## src/dispatch_serial_pkg.sv

```systemverilog
package dispatch_serial_pkg;

  ////////////////////////////////////////////////////////////////////////////
  // Operation classes presented by fetch
  typedef enum logic [4:0] {
    OP_OTHER,
    OP_LOAD,
    OP_STORE,
    OP_TRAP,
    OP_FETCH_SYNC,
    OP_DATA_SYNC,
    OP_XLATE_INVAL,
    OP_SEG_MOVE,
    OP_LINE_INVAL,
    OP_LINE_FLUSH,
    OP_LINE_STORE,
    OP_LINE_ZERO,
    OP_SUPER_CALL,
    OP_INT_RETURN,
    OP_CALL_RETURN,
    OP_STATE_MOVE,
    OP_SPR_TO,
    OP_SPR_FROM
  } op_type;

  typedef enum {
    ST_RUN,
    ST_SYNC_WAIT,
    ST_STATE_WAIT
  } ctl_state_type;

  ////////////////////////////////////////////////////////////////////////////
  // Special registers held in the dispatch unit
  localparam int         NUM_SPR          = 7;
  localparam int         SPR_W            = 3;
  localparam logic [2:0] SPR_LINK         = 3'h0;
  localparam logic [2:0] SPR_COUNT        = 3'h1;
  localparam logic [2:0] SPR_STATE        = 3'h2;
  localparam logic [2:0] SPR_SAVED_PC     = 3'h3;
  localparam logic [2:0] SPR_SAVED_STATE  = 3'h4;
  localparam logic [2:0] SPR_PT_LO        = 3'h5;
  localparam logic [2:0] SPR_PT_HI        = 3'h6;

  ////////////////////////////////////////////////////////////////////////////
  // Register port
  localparam int         ADDR_W           = 4;
  localparam int         DATA_W           = 32;
  localparam int         CNT_W            = 4;
  localparam int         SYNC_CNT_W       = 16;
  localparam logic [3:0] ADDR_CTRL        = 4'h0;
  localparam logic [3:0] ADDR_STATUS      = 4'h4;
  localparam logic [3:0] ADDR_SYNCS       = 4'h8;
  localparam int         STAT_BUSY_BIT    = 8;
  localparam int         STAT_LIST_LSB    = 16;
  localparam int         STAT_SETTLE_LSB  = 24;
  localparam logic       HOLD_RESET       = 1'b0;

endpackage

```

## src/dispatch_serialization_control.sv

```systemverilog
// Implementation choices: the address-and-strobe port and the register addresses.
module dispatch_serialization_control #(
  parameter int LIST_DEPTH   = 8,
  parameter int SETTLE_DEPTH = 8
) (
  input  logic                                        SYS_CLK,
  input  logic                                        RESET_N,
  input  logic                                        CE,
  input  logic [dispatch_serial_pkg::ADDR_W-1:0]      ADDR,
  input  logic [dispatch_serial_pkg::DATA_W-1:0]      WDATA,
  input  logic                                        WR,
  input  logic                                        RD,
  output logic [dispatch_serial_pkg::DATA_W-1:0]      RDATA,
  input  logic                                        FETCH_VALID,
  input  dispatch_serial_pkg::op_type                 FETCH_OP,
  input  logic [dispatch_serial_pkg::SPR_W-1:0]       FETCH_SPR,
  input  logic                                        FETCH_LINK,
  output logic                                        FETCH_ACCEPT,
  output logic                                        PREFETCH_DISCARD,
  output logic                                        REFETCH,
  input  logic                                        XLATE_REQ,
  output logic                                        XLATE_GO,
  output logic                                        DISP_VALID,
  output dispatch_serial_pkg::op_type                 DISP_OP,
  output logic [dispatch_serial_pkg::SPR_W-1:0]       DISP_SPR,
  input  logic                                        LIST_RETIRE,
  input  logic                                        SETTLE_DONE,
  input  logic                                        CACHE_DONE,
  input  logic                                        SPR_RETURN,
  input  logic [dispatch_serial_pkg::SPR_W-1:0]       SPR_RETURN_IDX
);
  import dispatch_serial_pkg::*;

  ////////////////////////////////////////////////////////////////////////////
  // Decode helpers
  function automatic logic [NUM_SPR-1:0] spr_bit(input logic [SPR_W-1:0] idx);
    spr_bit = {{(NUM_SPR-1){1'b0}}, 1'b1} << idx;
  endfunction

  function automatic logic [NUM_SPR-1:0] need_free(input op_type op,
                                                   input logic [SPR_W-1:0] idx,
                                                   input logic lk);
    need_free = '0;
    case (op)
      OP_SPR_TO, OP_SPR_FROM:
        need_free = spr_bit(idx);
      OP_SUPER_CALL:
        need_free = spr_bit(SPR_COUNT) | spr_bit(SPR_STATE) | (lk ? spr_bit(SPR_LINK) : '0);
      OP_INT_RETURN:
        need_free = spr_bit(SPR_SAVED_PC) | spr_bit(SPR_SAVED_STATE) | spr_bit(SPR_STATE);
      OP_CALL_RETURN:
        need_free = spr_bit(SPR_LINK) | spr_bit(SPR_COUNT) | spr_bit(SPR_STATE);
      OP_STATE_MOVE:
        need_free = spr_bit(SPR_STATE);
      default:
        need_free = '0;
    endcase
  endfunction

  function automatic logic in_list(input op_type op);
    in_list = (op == OP_LOAD) || (op == OP_STORE) || (op == OP_TRAP);
  endfunction

  function automatic logic is_cache(input op_type op);
    is_cache = (op == OP_LINE_FLUSH) || (op == OP_LINE_STORE) || (op == OP_LINE_ZERO);
  endfunction

  function automatic logic is_settle(input op_type op);
    is_settle = is_cache(op) || (op == OP_DATA_SYNC) || (op == OP_XLATE_INVAL) ||
                (op == OP_SEG_MOVE) || (op == OP_LINE_INVAL);
  endfunction

  function automatic logic is_serial(input op_type op);
    is_serial = (op == OP_SUPER_CALL) || (op == OP_INT_RETURN) || (op == OP_CALL_RETURN);
  endfunction

  ////////////////////////////////////////////////////////////////////////////
  // State
  ctl_state_type           state;
  ctl_state_type           next_state;
  logic [NUM_SPR-1:0]      spr_lock;
  logic [CNT_W-1:0]        list_cnt;
  logic [CNT_W-1:0]        settle_cnt;
  logic [CNT_W-1:0]        cache_cnt;
  logic [CNT_W-1:0]        dcs_wait;
  logic                    dcs_lock;
  logic                    hold;
  logic [SYNC_CNT_W-1:0]   sync_count;

  ////////////////////////////////////////////////////////////////////////////
  // Dispatch decision
  wire                     sync_clear;
  wire                     locks_ok;
  wire                     list_full;
  wire                     settle_full;
  wire                     room_ok;
  wire                     serial_ok;
  wire                     take;
  wire                     take_ics;
  wire                     take_dcs;
  wire                     take_state;
  wire                     take_serial;
  wire                     sync_done;
  wire                     state_release;

  assign sync_clear  = (list_cnt == '0) && (settle_cnt == '0) && !dcs_lock;
  assign locks_ok    = (need_free(FETCH_OP, FETCH_SPR, FETCH_LINK) & spr_lock) == '0;
  assign list_full   = list_cnt == CNT_W'(LIST_DEPTH);
  assign settle_full = settle_cnt == CNT_W'(SETTLE_DEPTH);
  assign room_ok     = !(in_list(FETCH_OP) && list_full) && !(is_settle(FETCH_OP) && settle_full);
  assign serial_ok   = !is_serial(FETCH_OP) || sync_clear;
  assign take        = (state == ST_RUN) && FETCH_VALID && !FETCH_ACCEPT && !hold &&
                       locks_ok && room_ok && serial_ok;
  assign take_ics    = take && (FETCH_OP == OP_FETCH_SYNC);
  assign take_dcs    = take && (FETCH_OP == OP_DATA_SYNC);
  assign take_state  = take && (FETCH_OP == OP_STATE_MOVE);
  assign take_serial = take && is_serial(FETCH_OP);
  assign sync_done     = (state == ST_SYNC_WAIT) && sync_clear;
  assign state_release = (state == ST_STATE_WAIT) && !spr_lock[SPR_STATE];

  always_comb
  begin
    next_state = state;
    case (state)
      ST_RUN:
      begin
        if (take_ics)
          next_state = ST_SYNC_WAIT;
        else if (take_state)
          next_state = ST_STATE_WAIT;
      end
      ST_SYNC_WAIT:
      begin
        if (sync_done)
          next_state = ST_RUN;
      end
      ST_STATE_WAIT:
      begin
        if (state_release)
          next_state = ST_RUN;
      end
      default:
        next_state = ST_RUN;
    endcase
  end

  ////////////////////////////////////////////////////////////////////////////
  // Interlocks and counters
  wire [NUM_SPR-1:0]       spr_set;
  wire [NUM_SPR-1:0]       spr_clr;
  wire [NUM_SPR-1:0]       next_spr_lock;
  wire                     list_dec;
  wire                     settle_dec;
  wire                     cache_dec;
  wire                     dcs_dec;
  wire [CNT_W-1:0]         cache_left;
  wire [CNT_W-1:0]         next_list_cnt;
  wire [CNT_W-1:0]         next_settle_cnt;
  wire [CNT_W-1:0]         next_cache_cnt;
  wire [CNT_W-1:0]         next_dcs_wait;
  wire                     next_dcs_lock;

  assign spr_set = (take && (FETCH_OP == OP_SPR_TO)) ? spr_bit(FETCH_SPR) :
                   take_state ? spr_bit(SPR_STATE) : '0;
  assign spr_clr       = SPR_RETURN ? spr_bit(SPR_RETURN_IDX) : '0;
  assign next_spr_lock = (spr_lock & ~spr_clr) | spr_set;

  assign list_dec      = LIST_RETIRE && (list_cnt != '0);
  assign next_list_cnt = list_cnt + CNT_W'(take && in_list(FETCH_OP)) - CNT_W'(list_dec);
  assign settle_dec      = SETTLE_DONE && (settle_cnt != '0);
  assign next_settle_cnt = settle_cnt + CNT_W'(take && is_settle(FETCH_OP)) - CNT_W'(settle_dec);
  assign cache_dec       = CACHE_DONE && (cache_cnt != '0);
  assign next_cache_cnt  = cache_cnt + CNT_W'(take && is_cache(FETCH_OP)) - CNT_W'(cache_dec);

  assign cache_left    = cache_cnt - CNT_W'(cache_dec);
  assign dcs_dec       = cache_dec && (dcs_wait != '0);
  assign next_dcs_wait = take_dcs ? cache_left : dcs_wait - CNT_W'(dcs_dec);
  assign next_dcs_lock = take_dcs ? 1'b1 : (dcs_lock && (dcs_wait == '0)) ? 1'b0 : dcs_lock;

  always_ff @(posedge SYS_CLK or negedge RESET_N)
  begin
    if (!RESET_N)
    begin
      state      <= ST_RUN;
      spr_lock   <= '0;
      list_cnt   <= '0;
      settle_cnt <= '0;
      cache_cnt  <= '0;
      dcs_wait   <= '0;
      dcs_lock   <= 1'b0;
    end
    else if (CE)
    begin
      state      <= next_state;
      spr_lock   <= next_spr_lock;
      list_cnt   <= next_list_cnt;
      settle_cnt <= next_settle_cnt;
      cache_cnt  <= next_cache_cnt;
      dcs_wait   <= next_dcs_wait;
      dcs_lock   <= next_dcs_lock;
    end
  end

  ////////////////////////////////////////////////////////////////////////////
  // Dispatch and fetch outputs
  wire                     pt_locked;
  wire                     next_discard;
  wire                     next_refetch;
  wire                     next_xlate;

  assign next_discard = take_ics || take_serial || state_release;
  assign next_refetch = sync_done || take_serial || state_release;
  assign pt_locked  = spr_lock[SPR_PT_LO] || spr_lock[SPR_PT_HI];
  assign next_xlate = XLATE_REQ && !pt_locked && !spr_set[SPR_PT_LO] && !spr_set[SPR_PT_HI];

  always_ff @(posedge SYS_CLK or negedge RESET_N)
  begin
    if (!RESET_N)
    begin
      FETCH_ACCEPT     <= 1'b0;
      PREFETCH_DISCARD <= 1'b0;
      REFETCH          <= 1'b0;
      XLATE_GO         <= 1'b0;
      DISP_VALID       <= 1'b0;
      DISP_OP          <= OP_OTHER;
      DISP_SPR         <= '0;
    end
    else if (CE)
    begin
      FETCH_ACCEPT     <= take;
      PREFETCH_DISCARD <= next_discard;
      REFETCH          <= next_refetch;
      XLATE_GO         <= next_xlate;
      DISP_VALID       <= take && !take_ics;
      DISP_OP          <= take ? FETCH_OP : DISP_OP;
      DISP_SPR         <= take ? FETCH_SPR : DISP_SPR;
    end
  end

  ////////////////////////////////////////////////////////////////////////////
  // Register port
  wire                     wr_ctrl;
  wire                     busy;
  wire [DATA_W-1:0]        status_word;
  wire [DATA_W-1:0]        read_mux;

  assign wr_ctrl     = WR && (ADDR == ADDR_CTRL);
  assign busy        = state != ST_RUN;
  assign status_word = {{(DATA_W-STAT_SETTLE_LSB-CNT_W){1'b0}}, settle_cnt,
                        {(STAT_SETTLE_LSB-STAT_LIST_LSB-CNT_W){1'b0}}, list_cnt,
                        {(STAT_LIST_LSB-STAT_BUSY_BIT-1){1'b0}}, busy, dcs_lock, spr_lock};
  assign read_mux    = (ADDR == ADDR_CTRL)   ? {{(DATA_W-1){1'b0}}, hold} :
                       (ADDR == ADDR_STATUS) ? status_word :
                       (ADDR == ADDR_SYNCS)  ? {{(DATA_W-SYNC_CNT_W){1'b0}}, sync_count} : '0;

  always_ff @(posedge SYS_CLK or negedge RESET_N)
  begin
    if (!RESET_N)
    begin
      hold       <= HOLD_RESET;
      sync_count <= '0;
      RDATA      <= '0;
    end
    else if (CE)
    begin
      hold       <= wr_ctrl ? WDATA[0] : hold;
      sync_count <= sync_count + SYNC_CNT_W'(sync_done);
      RDATA      <= RD ? read_mux : '0;
    end
  end
endmodule

```

## config.mk

```make
export PLATFORM = sky130hd
export DESIGN_NAME = dispatch_serialization_control
export DESIGN_NICKNAME = d
export VERILOG_FILES = /design/src/dispatch_serial_pkg.sv /design/src/dispatch_serialization_control.sv
export SDC_FILE = /design/constraint.sdc
export NUM_CORES = 1
export LEC_CHECK = 0
export ABC_AREA = 1
export BUFFER_PORTS_ARGS = -buffer_cell sky130_fd_sc_hd__buf_2
export CAP_MARGIN = 25
export CORE_MARGIN = 10
export CORE_UTILIZATION = 59
export DETAILED_ROUTE_END_ITERATION = 16
export PLACE_DENSITY = 0.87
export REMOVE_ABC_BUFFERS = 1
export SYNTH_ARGS = -nofsm -noshare
export SYNTH_HDL_FRONTEND = slang
export SYNTH_SLANG_ARGS = --single-unit
```

## constraint.sdc

```tcl
create_clock -name SYS_CLK -period 5.32 [get_ports SYS_CLK]
set_input_delay 1.064 -clock SYS_CLK [delete_from_list [all_inputs] [get_ports SYS_CLK]]
set_output_delay 1.064 -clock SYS_CLK [all_outputs]
set_load 0.01 [all_outputs]
```

==> results_dict.tcl, run 1 <==
set metrics [dict create \
    status "complete, no violations" \
    antenna_found_initial 0 \
    post_cts_buffers 0 \
    routed_wl_mm 10.7 \
    yosysUniqueCellTypes 42 \
    dieArea_um2 11700 \
    core_um2 7610 \
    hpwl_mm 7.70 \
    vias_per_cell 5.51 \
    slew_headroom_pct 45.1 \
    num-nets-final 685 \
    ys.flop_type "dfrtp_1" \
    synth-seq-cells 80 \
    layout_common_cells "118 x nand2_1, 80 x dfrtp_1, 69 x inv_1" \
    multi_input_area_um2 2150 \
    drc 0 \
    cts_sinks 80 \
    critical_path_arrival_ns 3.60 \
    period_share_pct 63.7 \
    leakage_nw 2.69 \
    die_h_um 108 \
    tightestPinTransition_ns 0.822 \
    syn_to_final_growth_pct 12.3 \
    grt_pass1_vias 3884 \
    critPathTopFamily "simple AND/OR/NAND/NOR gates" \
    fin_skew_ns 0.0105 \
    cts-resized-gates 0 \
    num_antenna_cells 0 \
    avgSynthCellArea_um2 8.49 \
    cp-end-kind "flip-flop" \
    cts_root_buf "clkbuf_8" \
    slowest_delay_ns 0.38 \
    post_synth_instance_area_um2 4570 \
    synth_async_sr_flop_share_pct 100 \
    fillers 627 \
    p_per_area_nw_per_um2 375 \
    hold_violations 0 \
    ios 104 \
    worst_slack_ns 1.93 \
    initial_core_util_pct 60.0 \
    vias 3889 \
    seq_area_um2 2000 \
    setup-tns-final_ns 0 \
    clkSlewWorstSetupHoldPaths_ns 0.09 \
    drt_iter0_drc 223 \
    crit_type "in2reg" \
    clock_latency_ns 0.36 \
    place_ws_ns 1.54 \
    worst_setup_path_start_kind "input port" \
    dr.pass1.iters 5 \
    io_buffers 64 \
    required_ns 5.53 \
    worstPathMaxFanout 7 \
    netlist_instances 538 \
    cts_tree "done" \
    gp_congestion 0.928 \
    layout_commonest_cell "nand2_1" \
    postRouteAntennaNets 0 \
    clk_path_buf_depth 2 \
    hp-class "reg2reg" \
    min_period_ns 3.39 \
    path_buf_inv 3 \
    drive_gt1_share_pct 18.4 \
    grt_pass1_wl_mm 17.8 \
    grt_start_max_net_pins 81 \
    hold_buffers 0 \
    numCtsBuffers 9 \
    htreeDepth 3 \
    path_cells "buf_2 > inv_2 > nand2_1 > nand3_1 > nor2_1 > nor2_1 > nand3_2 > nor3_4 > nand2_4 > or2_2 > ha_1 > inv_1 > ha_1 > fa_1 > xnor2_1 > o21ai_0" \
    track_usage_pct 18.6 \
    drv_cap 0 \
    slowest_stage "fa_1" \
    die_w_um 108 \
    ys_seq_area_share_pct 43.8 \
    synth_edf_count 0 \
    grt-ovfl-total 0 \
    max_freq_mhz 295 \
    rsz0062_at_grt "false" \
    ir_drop_mv 0.187 \
    rows 32 \
    drv_slew 0 \
    routedWlPerCell_um 15.2 \
    finalSetupViolations 0 \
    yosys_warnings 0 \
]
-- Yosys cell counts (3+ instances only) --
cell / n / area [um2]
nand2_1: 118 / 443
dfrtp_1: 80 / 2000
inv_1: 69 / 259
o21ai_0: 44 / 220
nand3_1: 33 / 165
nor2_1: 31 / 116
ha_1: 24 / 300
xor2_1: 17 / 149
o31ai_1: 14 / 105
clkbuf_1: 10 / 37.5
buf_4: 9 / 67.6
o21ai_2: 9 / 78.8
nand4_1: 8 / 50.1
inv_2: 7 / 26.3
nor3_1: 7 / 35.0
a32o_1: 6 / 60.1
o22ai_1: 6 / 37.5
a21oi_1: 5 / 25.0
xnor2_1: 5 / 43.8
fa_1: 3 / 60.1
nand3_2: 3 / 30.0
nor2_2: 3 / 18.8
nor3_2: 3 / 30.0
-- kinds of logic after synthesis --
family                   synth area share [%]
AND/OR/NAND/NOR                          21.7
buffers and inverters                    9.65
AO/OA/AOI/OAI                            12.6
flip-flops                               43.8
adder cells (fa/ha/maj)                  7.89
XOR/XNOR                                 4.22
other                                  0.0821
-- per-stage QoR --
step,instance area (um2),hold WS (ns),util (%),instances,power (mW)
global placement,4900,0.459,64.4,689,1.41
floorplan,4450,0.442,-,523,1.27
global route,5120,0.504,67.4,706,2.07
CTS,5100,0.485,67.1,705,1.93
detailed placement,4900,0.463,64.4,689,1.46
finish,5120,0.479,67.4,706,1.92
-- path summary, 6_finish.rpt --
kind                            cells after the start     startpoint  slack (ns)            end
worst min register to register                      2      RDATA[12]        0.48      RDATA[12]
worst max-delay path                               16    FETCH_OP[1]        1.93    list_cnt[2]
worst min-delay path                                2      RDATA[12]        0.48      RDATA[12]
min in group asynchronous                           1        RESET_N        0.68     DISP_OP[0]
worst max register to register                     15  settle_cnt[2]        2.08    list_cnt[2]
max in group asynchronous                           2        RESET_N        4.05  sync_count[5]
-- metal layers --
metal | GRT usage [%] | wire length (um) | vias up
met4 | 6.77 | 180 | 0
met2 | 31.6 | 5310 | 115
li1 | - | - | 1877
met5 | 0 | 0 | -
met1 | 22.9 | 4620 | 1882
met3 | 3.57 | 584 | 15
-- cell type report --
cell class | count | area share [%]
tap | 102 | 2.49
multi-input combinational | 365 | 41.9
clock inverter | 7 | 1.54
timing repair buffer | 65 | 6.69
clock buffer | 9 | 2.42
sequential | 80 | 39.1
inverter | 78 | 5.86
-- power breakdown --
part | total (mW) | internal (mW) | switching (mW)
Sequential | 0.791 | 0.715 | 0.0768
Combinational | 0.660 | 0.278 | 0.383
Clock | 0.469 | 0.222 | 0.247
-- tightest hold or removal path: stages (launching register included) --
cell,delay (ns)
dfrtp_1,0.34
nand2_1,0.05
o31ai_1,0.05
-- flip-flops by register name, summed over array words and instances, names as in the netlist --
signal,count
dcs_lock,1
cache_cnt,4
settle_cnt,4
state,2
REFETCH,1
DISP_VALID,1
DISP_OP,5
dcs_wait,4
list_cnt,4
spr_lock,7
hold,1
XLATE_GO,1
DISP_SPR,3
PREFETCH_DISCARD,1
RDATA,24
FETCH_ACCEPT,1
sync_count,16
No activity file was read; power rests on OpenSTA's default activity.
==> run 2, diff against run 1 <==
CORE_UTILIZATION = 55   (was 59)
PLACE_DENSITY = 0.82   (was 0.87)
clock period = 3.5 ns   (was 5.32 ns; I/O delays follow)
==> run 2 against run 1 <==
Compared with the run above: clock power up 62%; wire length down 0.50%; sequential power is 53% higher; utilization shrank 3.7 points; register-to-register slack got worse by 1.8 ns; largest cell class unchanged; first-iteration DRC count is 2.7% lower; clock-buffer cell count is 1 higher; combinational power increased by 50%.
==> results_dict.tcl, run 2 (same netlist as run 1, synthesis figures left out) <==
set metrics [dict create \
    dieArea_um2 12300 \
    drive_gt1_share_pct 18.6 \
    worst_setup_path_start_kind "flip-flop" \
    drt_iter0_drc 217 \
    cpMostUsedCell "ha_1" \
    hold_buffers 0 \
    drv_cap 0 \
    cp-end-kind "flip-flop" \
    postRouteAntennaNets 0 \
    r2r-start "settle_cnt[2]" \
    reg_top3 "RDATA (24), sync_count (16), spr_lock (7)" \
    htreeDepth 3 \
    numCtsBuffers 9 \
    cts-resized-gates 0 \
    core_um2 8130 \
    routedWlPerCell_um 15.0 \
    worstReg2RegEnd "list_cnt[2]" \
    finalSetupViolations 0 \
    vias_per_cell 5.38 \
    setup-tns-final_ns 0 \
    slowest_delay_ns 0.39 \
    post_cts_buffers 0 \
    antenna_found_initial 0 \
    ios 104 \
    rsz0062_at_grt "false" \
    r2r_slack_ns 0.26 \
    track_usage_pct 17.2 \
    grt_pass1_wl_mm 18.1 \
    cts_tree "done" \
    num-nets-final 688 \
    num_antenna_cells 0 \
    grt_start_max_net_pins 81 \
    required_ns 3.73 \
    period_share_pct 92.5 \
    die_w_um 111 \
    status "complete, no violations" \
    p_per_area_nw_per_um2 573 \
    path_cells "inv_1 > ha_1 > nor3b_1 > nand2_1 > nand2_1 > nand3_2 > nor3_4 > nand2_4 > or2_2 > ha_1 > inv_1 > ha_1 > fa_1 > xnor2_1 > o21ai_0" \
    gp_congestion 0.863 \
    clock_latency_ns 0.36 \
    slew_headroom_pct 48.3 \
    tightestPinTransition_ns 0.773 \
    reg2reg_depth 15 \
    hold_slack_ns 0.256 \
    clkSlewWorstSetupHoldPaths_ns 0.09 \
    clk_path_buf_depth 2 \
    routed_wl_mm 10.6 \
    ir_drop_mv 0.332 \
    largest_reg_flops 24 \
    hpwl_mm 7.92 \
    max_freq_mhz 309 \
    dr.pass1.iters 4 \
    leakage_nw 2.70 \
    cts_sinks 80 \
    min_period_ns 3.24 \
    slowest_stage "dfrtp_1" \
    cts_root_buf "clkbuf_8" \
    hold_violations 0 \
    layout_commonest_cell "nand2_1" \
    rows 33 \
    hp-class "in2async" \
    worstPathMaxFanout 4 \
    drc 0 \
    top_register "RDATA" \
    critical_path_arrival_ns 3.46 \
    initial_core_util_pct 56.1 \
    drv_slew 0 \
    die_h_um 111 \
    grt-ovfl-total 0 \
    layout_common_cells "118 x nand2_1, 80 x dfrtp_1, 69 x inv_1" \
    crit_type "reg2reg" \
    fin_skew_ns 0.00853 \
    syn_to_final_growth_pct 13.4 \
    vias 3829 \
    io_buffers 64 \
    grt_pass1_vias 3919 \
]
run 2: final cells by class:
cell class / instances / area [um2]
Fill cell: 692 / 2960
Multi-Input combinational cell: 365 / 2150
Sequential cell: 80 / 2000
Timing Repair Buffer: 68 / 373
Inverter: 78 / 300
Tap cell: 105 / 131
Clock buffer: 10 / 128
Clock inverter: 6 / 92.6
run 2: per-layer routing:
metal	GRT usage, %	wire [um]	up-vias
met4	5.40	165	0
met3	5.03	628	15
met2	29.9	5430	93
met1	19.9	4420	1850
li1	-	-	1871
met5	0	0	-
run 2: worst max-delay path by stage:
stage                  startpoint          end  slack (ns)  cells after the start
global placement      FETCH_OP[1]  list_cnt[2]        0.18                     16
finish              settle_cnt[2]  list_cnt[2]        0.26                     15
floorplan             FETCH_OP[1]  list_cnt[2]        0.49                     15
CTS                 settle_cnt[2]  list_cnt[2]        0.25                     15
detailed placement    FETCH_OP[1]  list_cnt[2]        0.06                     16
global route        settle_cnt[2]  list_cnt[2]        0.02                     15
run 2: power by group:
part / leakage, nW / total (mW) / switching [mW] / internal (mW)
clock network: 0.103 / 0.762 / 0.356 / 0.406
logic: 1.57 / 0.992 / 0.571 / 0.421
registers: 1.03 / 1.21 / 0.123 / 1.09
total: 2.70 / 2.96 / 1.05 / 1.91
run 2: critical path: cells and delay by family, from the launching register on:
family                     cells  cell delay, ns
xor gates and xnor gates       1            0.17
adders and majority gates      4            1.01
and+or+nand+nor                7            1.27
AOI/OAI and AO/OA              1            0.09
buffers and inverters          2            0.18
DFF                            1            0.39
run 2: stage by stage:
| step | std cells | instance area (um2) | setup WS [ns] | power, mW | utilization (%) |
|---|---|---|---|---|---|
| final | 712 | 5180 | 0.263 | 2.96 | 63.6 |
| after global routing | 712 | 5180 | 0.0152 | 3.20 | 63.6 |
| after CTS | 711 | 5150 | 0.252 | 2.99 | 63.3 |
| after detailed placement | 695 | 4930 | 0.0582 | 2.22 | 60.6 |
| after global placement | 695 | 4930 | 0.175 | 2.15 | 60.6 |
| after floorplan | 523 | 4450 | 0.486 | 1.92 | - |
==> run 3, diff against run 2 <==
CORE_UTILIZATION = 56   (was 55)
CTS_BUF_LIST = sky130_fd_sc_hd__clkbuf_8   (was not set)
PLACE_DENSITY = 0.83   (was 0.82)
SKIP_LAST_GASP = 1   (was not set)
==> run 3 against run 2 <==
Compared with the run above: first-iteration DRC count decreased by 11%; maximum frequency shrank 0.13%; critical path depth stayed put; cell count is 0.56% lower; register-to-register slack barely moved; wire length up 1.3%; largest power group unchanged; total power is 1.4% lower; highest routed layer unchanged; clock-buffer cell count is the same.
==> results_dict.tcl, run 3 (same netlist as run 1, synthesis figures left out) <==
set metrics [dict create \
    path_cells "inv_1 > ha_1 > nor3b_1 > nand2_1 > nand2_1 > nand3_2 > nor3_4 > nand2_4 > or2_2 > ha_1 > inv_1 > ha_1 > fa_1 > xnor2_1 > o21ai_0" \
    tightestPinTransition_ns 0.795 \
    top_register "RDATA" \
    p_int_mw 1.86 \
    p_seq_share_pct 41.1 \
    syn_to_final_growth_pct 12.7 \
    numCtsBuffers 9 \
    htreeDepth 3 \
    fillers 671 \
    grt_pass1_vias 3899 \
    cts_sinks 80 \
    cp-end-kind "flip-flop" \
    routed_wl_mm 10.8 \
    max_freq_mhz 309 \
    io_buffers 64 \
    num_antenna_cells 0 \
    hpwl_mm 8.05 \
    design_area_um2 5140 \
    drv_cap 0 \
    required_ns 3.72 \
    postRouteAntennaNets 0 \
    cts_tree "done" \
    switchingPower_mw 1.06 \
    min_period_ns 3.24 \
    p_sw_share_pct 36.3 \
    finish.utilization_pct 65.5 \
    ir_drop_mv 0.273 \
    clock_power_share_pct 24.2 \
    ios 104 \
    largest_reg_flops 24 \
    drt_iter0_drc 194 \
    layout_commonest_cell "nand2_1" \
    antenna_found_initial 0 \
    die_w_um 110 \
    status "complete, no violations" \
    finalSetupViolations 0 \
    p_comb_share_pct 34.6 \
    slowest_stage "dfrtp_1" \
    rsz0062_at_grt "false" \
    cts-resized-gates 0 \
    dieArea_um2 12200 \
    worstPathMaxFanout 4 \
    dr.pass1.iters 4 \
    setup-tns-final_ns 0 \
    cts_root_buf "clkbuf_8" \
    layout_common_cells "118 x nand2_1, 80 x dfrtp_1, 69 x inv_1" \
    fin_skew_ns 0.00966 \
    period_share_pct 92.6 \
    grt-ovfl-total 0 \
    num-nets-final 687 \
    cpMostUsedCell "ha_1" \
    critical_path_arrival_ns 3.46 \
    rows 32 \
    drive_gt1_share_pct 18.6 \
    routedWlPerCell_um 15.2 \
    crit_type "reg2reg" \
    post_cts_buffers 0 \
    dpl_cell_area_um2 4920 \
    slew_headroom_pct 46.5 \
    slowest_delay_ns 0.40 \
    leakage_nw 2.70 \
    worst_setup_path_start_kind "flip-flop" \
    hp-class "in2async" \
    drv_slew 0 \
    track_usage_pct 18.2 \
    clk_path_buf_depth 2 \
    initial_core_util_pct 58.2 \
    clock_latency_ns 0.35 \
    grt_start_max_net_pins 81 \
    hold_buffers 0 \
    drc 0 \
    vias 3835 \
    power_mw 2.92 \
    gp_congestion 0.905 \
    clkSlewWorstSetupHoldPaths_ns 0.09 \
    core_um2 7850 \
    die_h_um 110 \
    p_per_area_nw_per_um2 568 \
    hold_violations 0 \
    grt_pass1_wl_mm 18.0 \
    vias_per_cell 5.42 \
    reg_top3 "RDATA (24), sync_count (16), spr_lock (7)" \
]
==> run 3: cell type report <==
cell class                 count  area (um2)  area share, %
inverter                      78         300           5.84
clock inverter                 6        68.8           1.34
timing repair buffer          67         358           6.96
tap                          102         128           2.48
sequential                    80        2000           38.9
multi-input combinational    365        2150           41.8
clock buffer                  10         138           2.68
==> run 3: worst max-delay path, delay by kind of cell, from the launching register on <==
| kind | cells | cell delay [ns] |
|---|---|---|
| compound gates | 1 | 0.09 |
| xor+xnor | 1 | 0.16 |
| fa+ha+maj | 4 | 1.01 |
| buf+inv | 2 | 0.18 |
| flops | 1 | 0.40 |
| simple gates | 7 | 1.28 |
==> run 3: routing by layer <==
layer,wire length [um],up-vias,track usage (%)
met4,97,0,6.06
met3,751,10,3.48
li1,-,1878,-
met5,0,-,0
met1,4570,1818,23.2
met2,5370,129,30.4
==> run 3: per-stage QoR <==
| step | setup WS [ns] | hold slack, ns | std cells |
|---|---|---|---|
| after floorplan | 0.486 | 0.404 | 523 |
| after global placement | 0.169 | 0.457 | 691 |
| after detailed placement | 0.101 | 0.462 | 691 |
| after CTS | 0.257 | 0.479 | 707 |
| after global routing | 0.0498 | 0.346 | 708 |
| final | 0.259 | 0.323 | 708 |
==> run 3: power groups by stage <==
| stage | sequential [mW] | combinational [mW] | clock, mW |
|---|---|---|---|
| 2_1_floorplan | 1.23 | 0.697 | 0 |
| 3_3_place_gp | 1.21 | 0.945 | 0 |
| 3_5_place_dp | 1.22 | 1.01 | 0 |
| 4_1_cts | 1.20 | 1.02 | 0.721 |
| 5_1_grt | 1.23 | 1.17 | 0.764 |
| 6_report | 1.20 | 1.01 | 0.708 |
==> run 3: final timing paths <==
kind	from	end	slack (ns)	cells past startpoint
setup reg to reg	settle_cnt[2]	list_cnt[2]	0.26	15
min in group SYS_CLK	sync_count[13]	sync_count[13]	0.48	1
setup / recovery	settle_cnt[2]	list_cnt[2]	0.26	15
hold reg to reg	sync_count[13]	sync_count[13]	0.48	1
hold / removal	RESET_N	cache_cnt[1]	0.32	1
max in group asynchronous	RESET_N	sync_count[5]	2.57	2
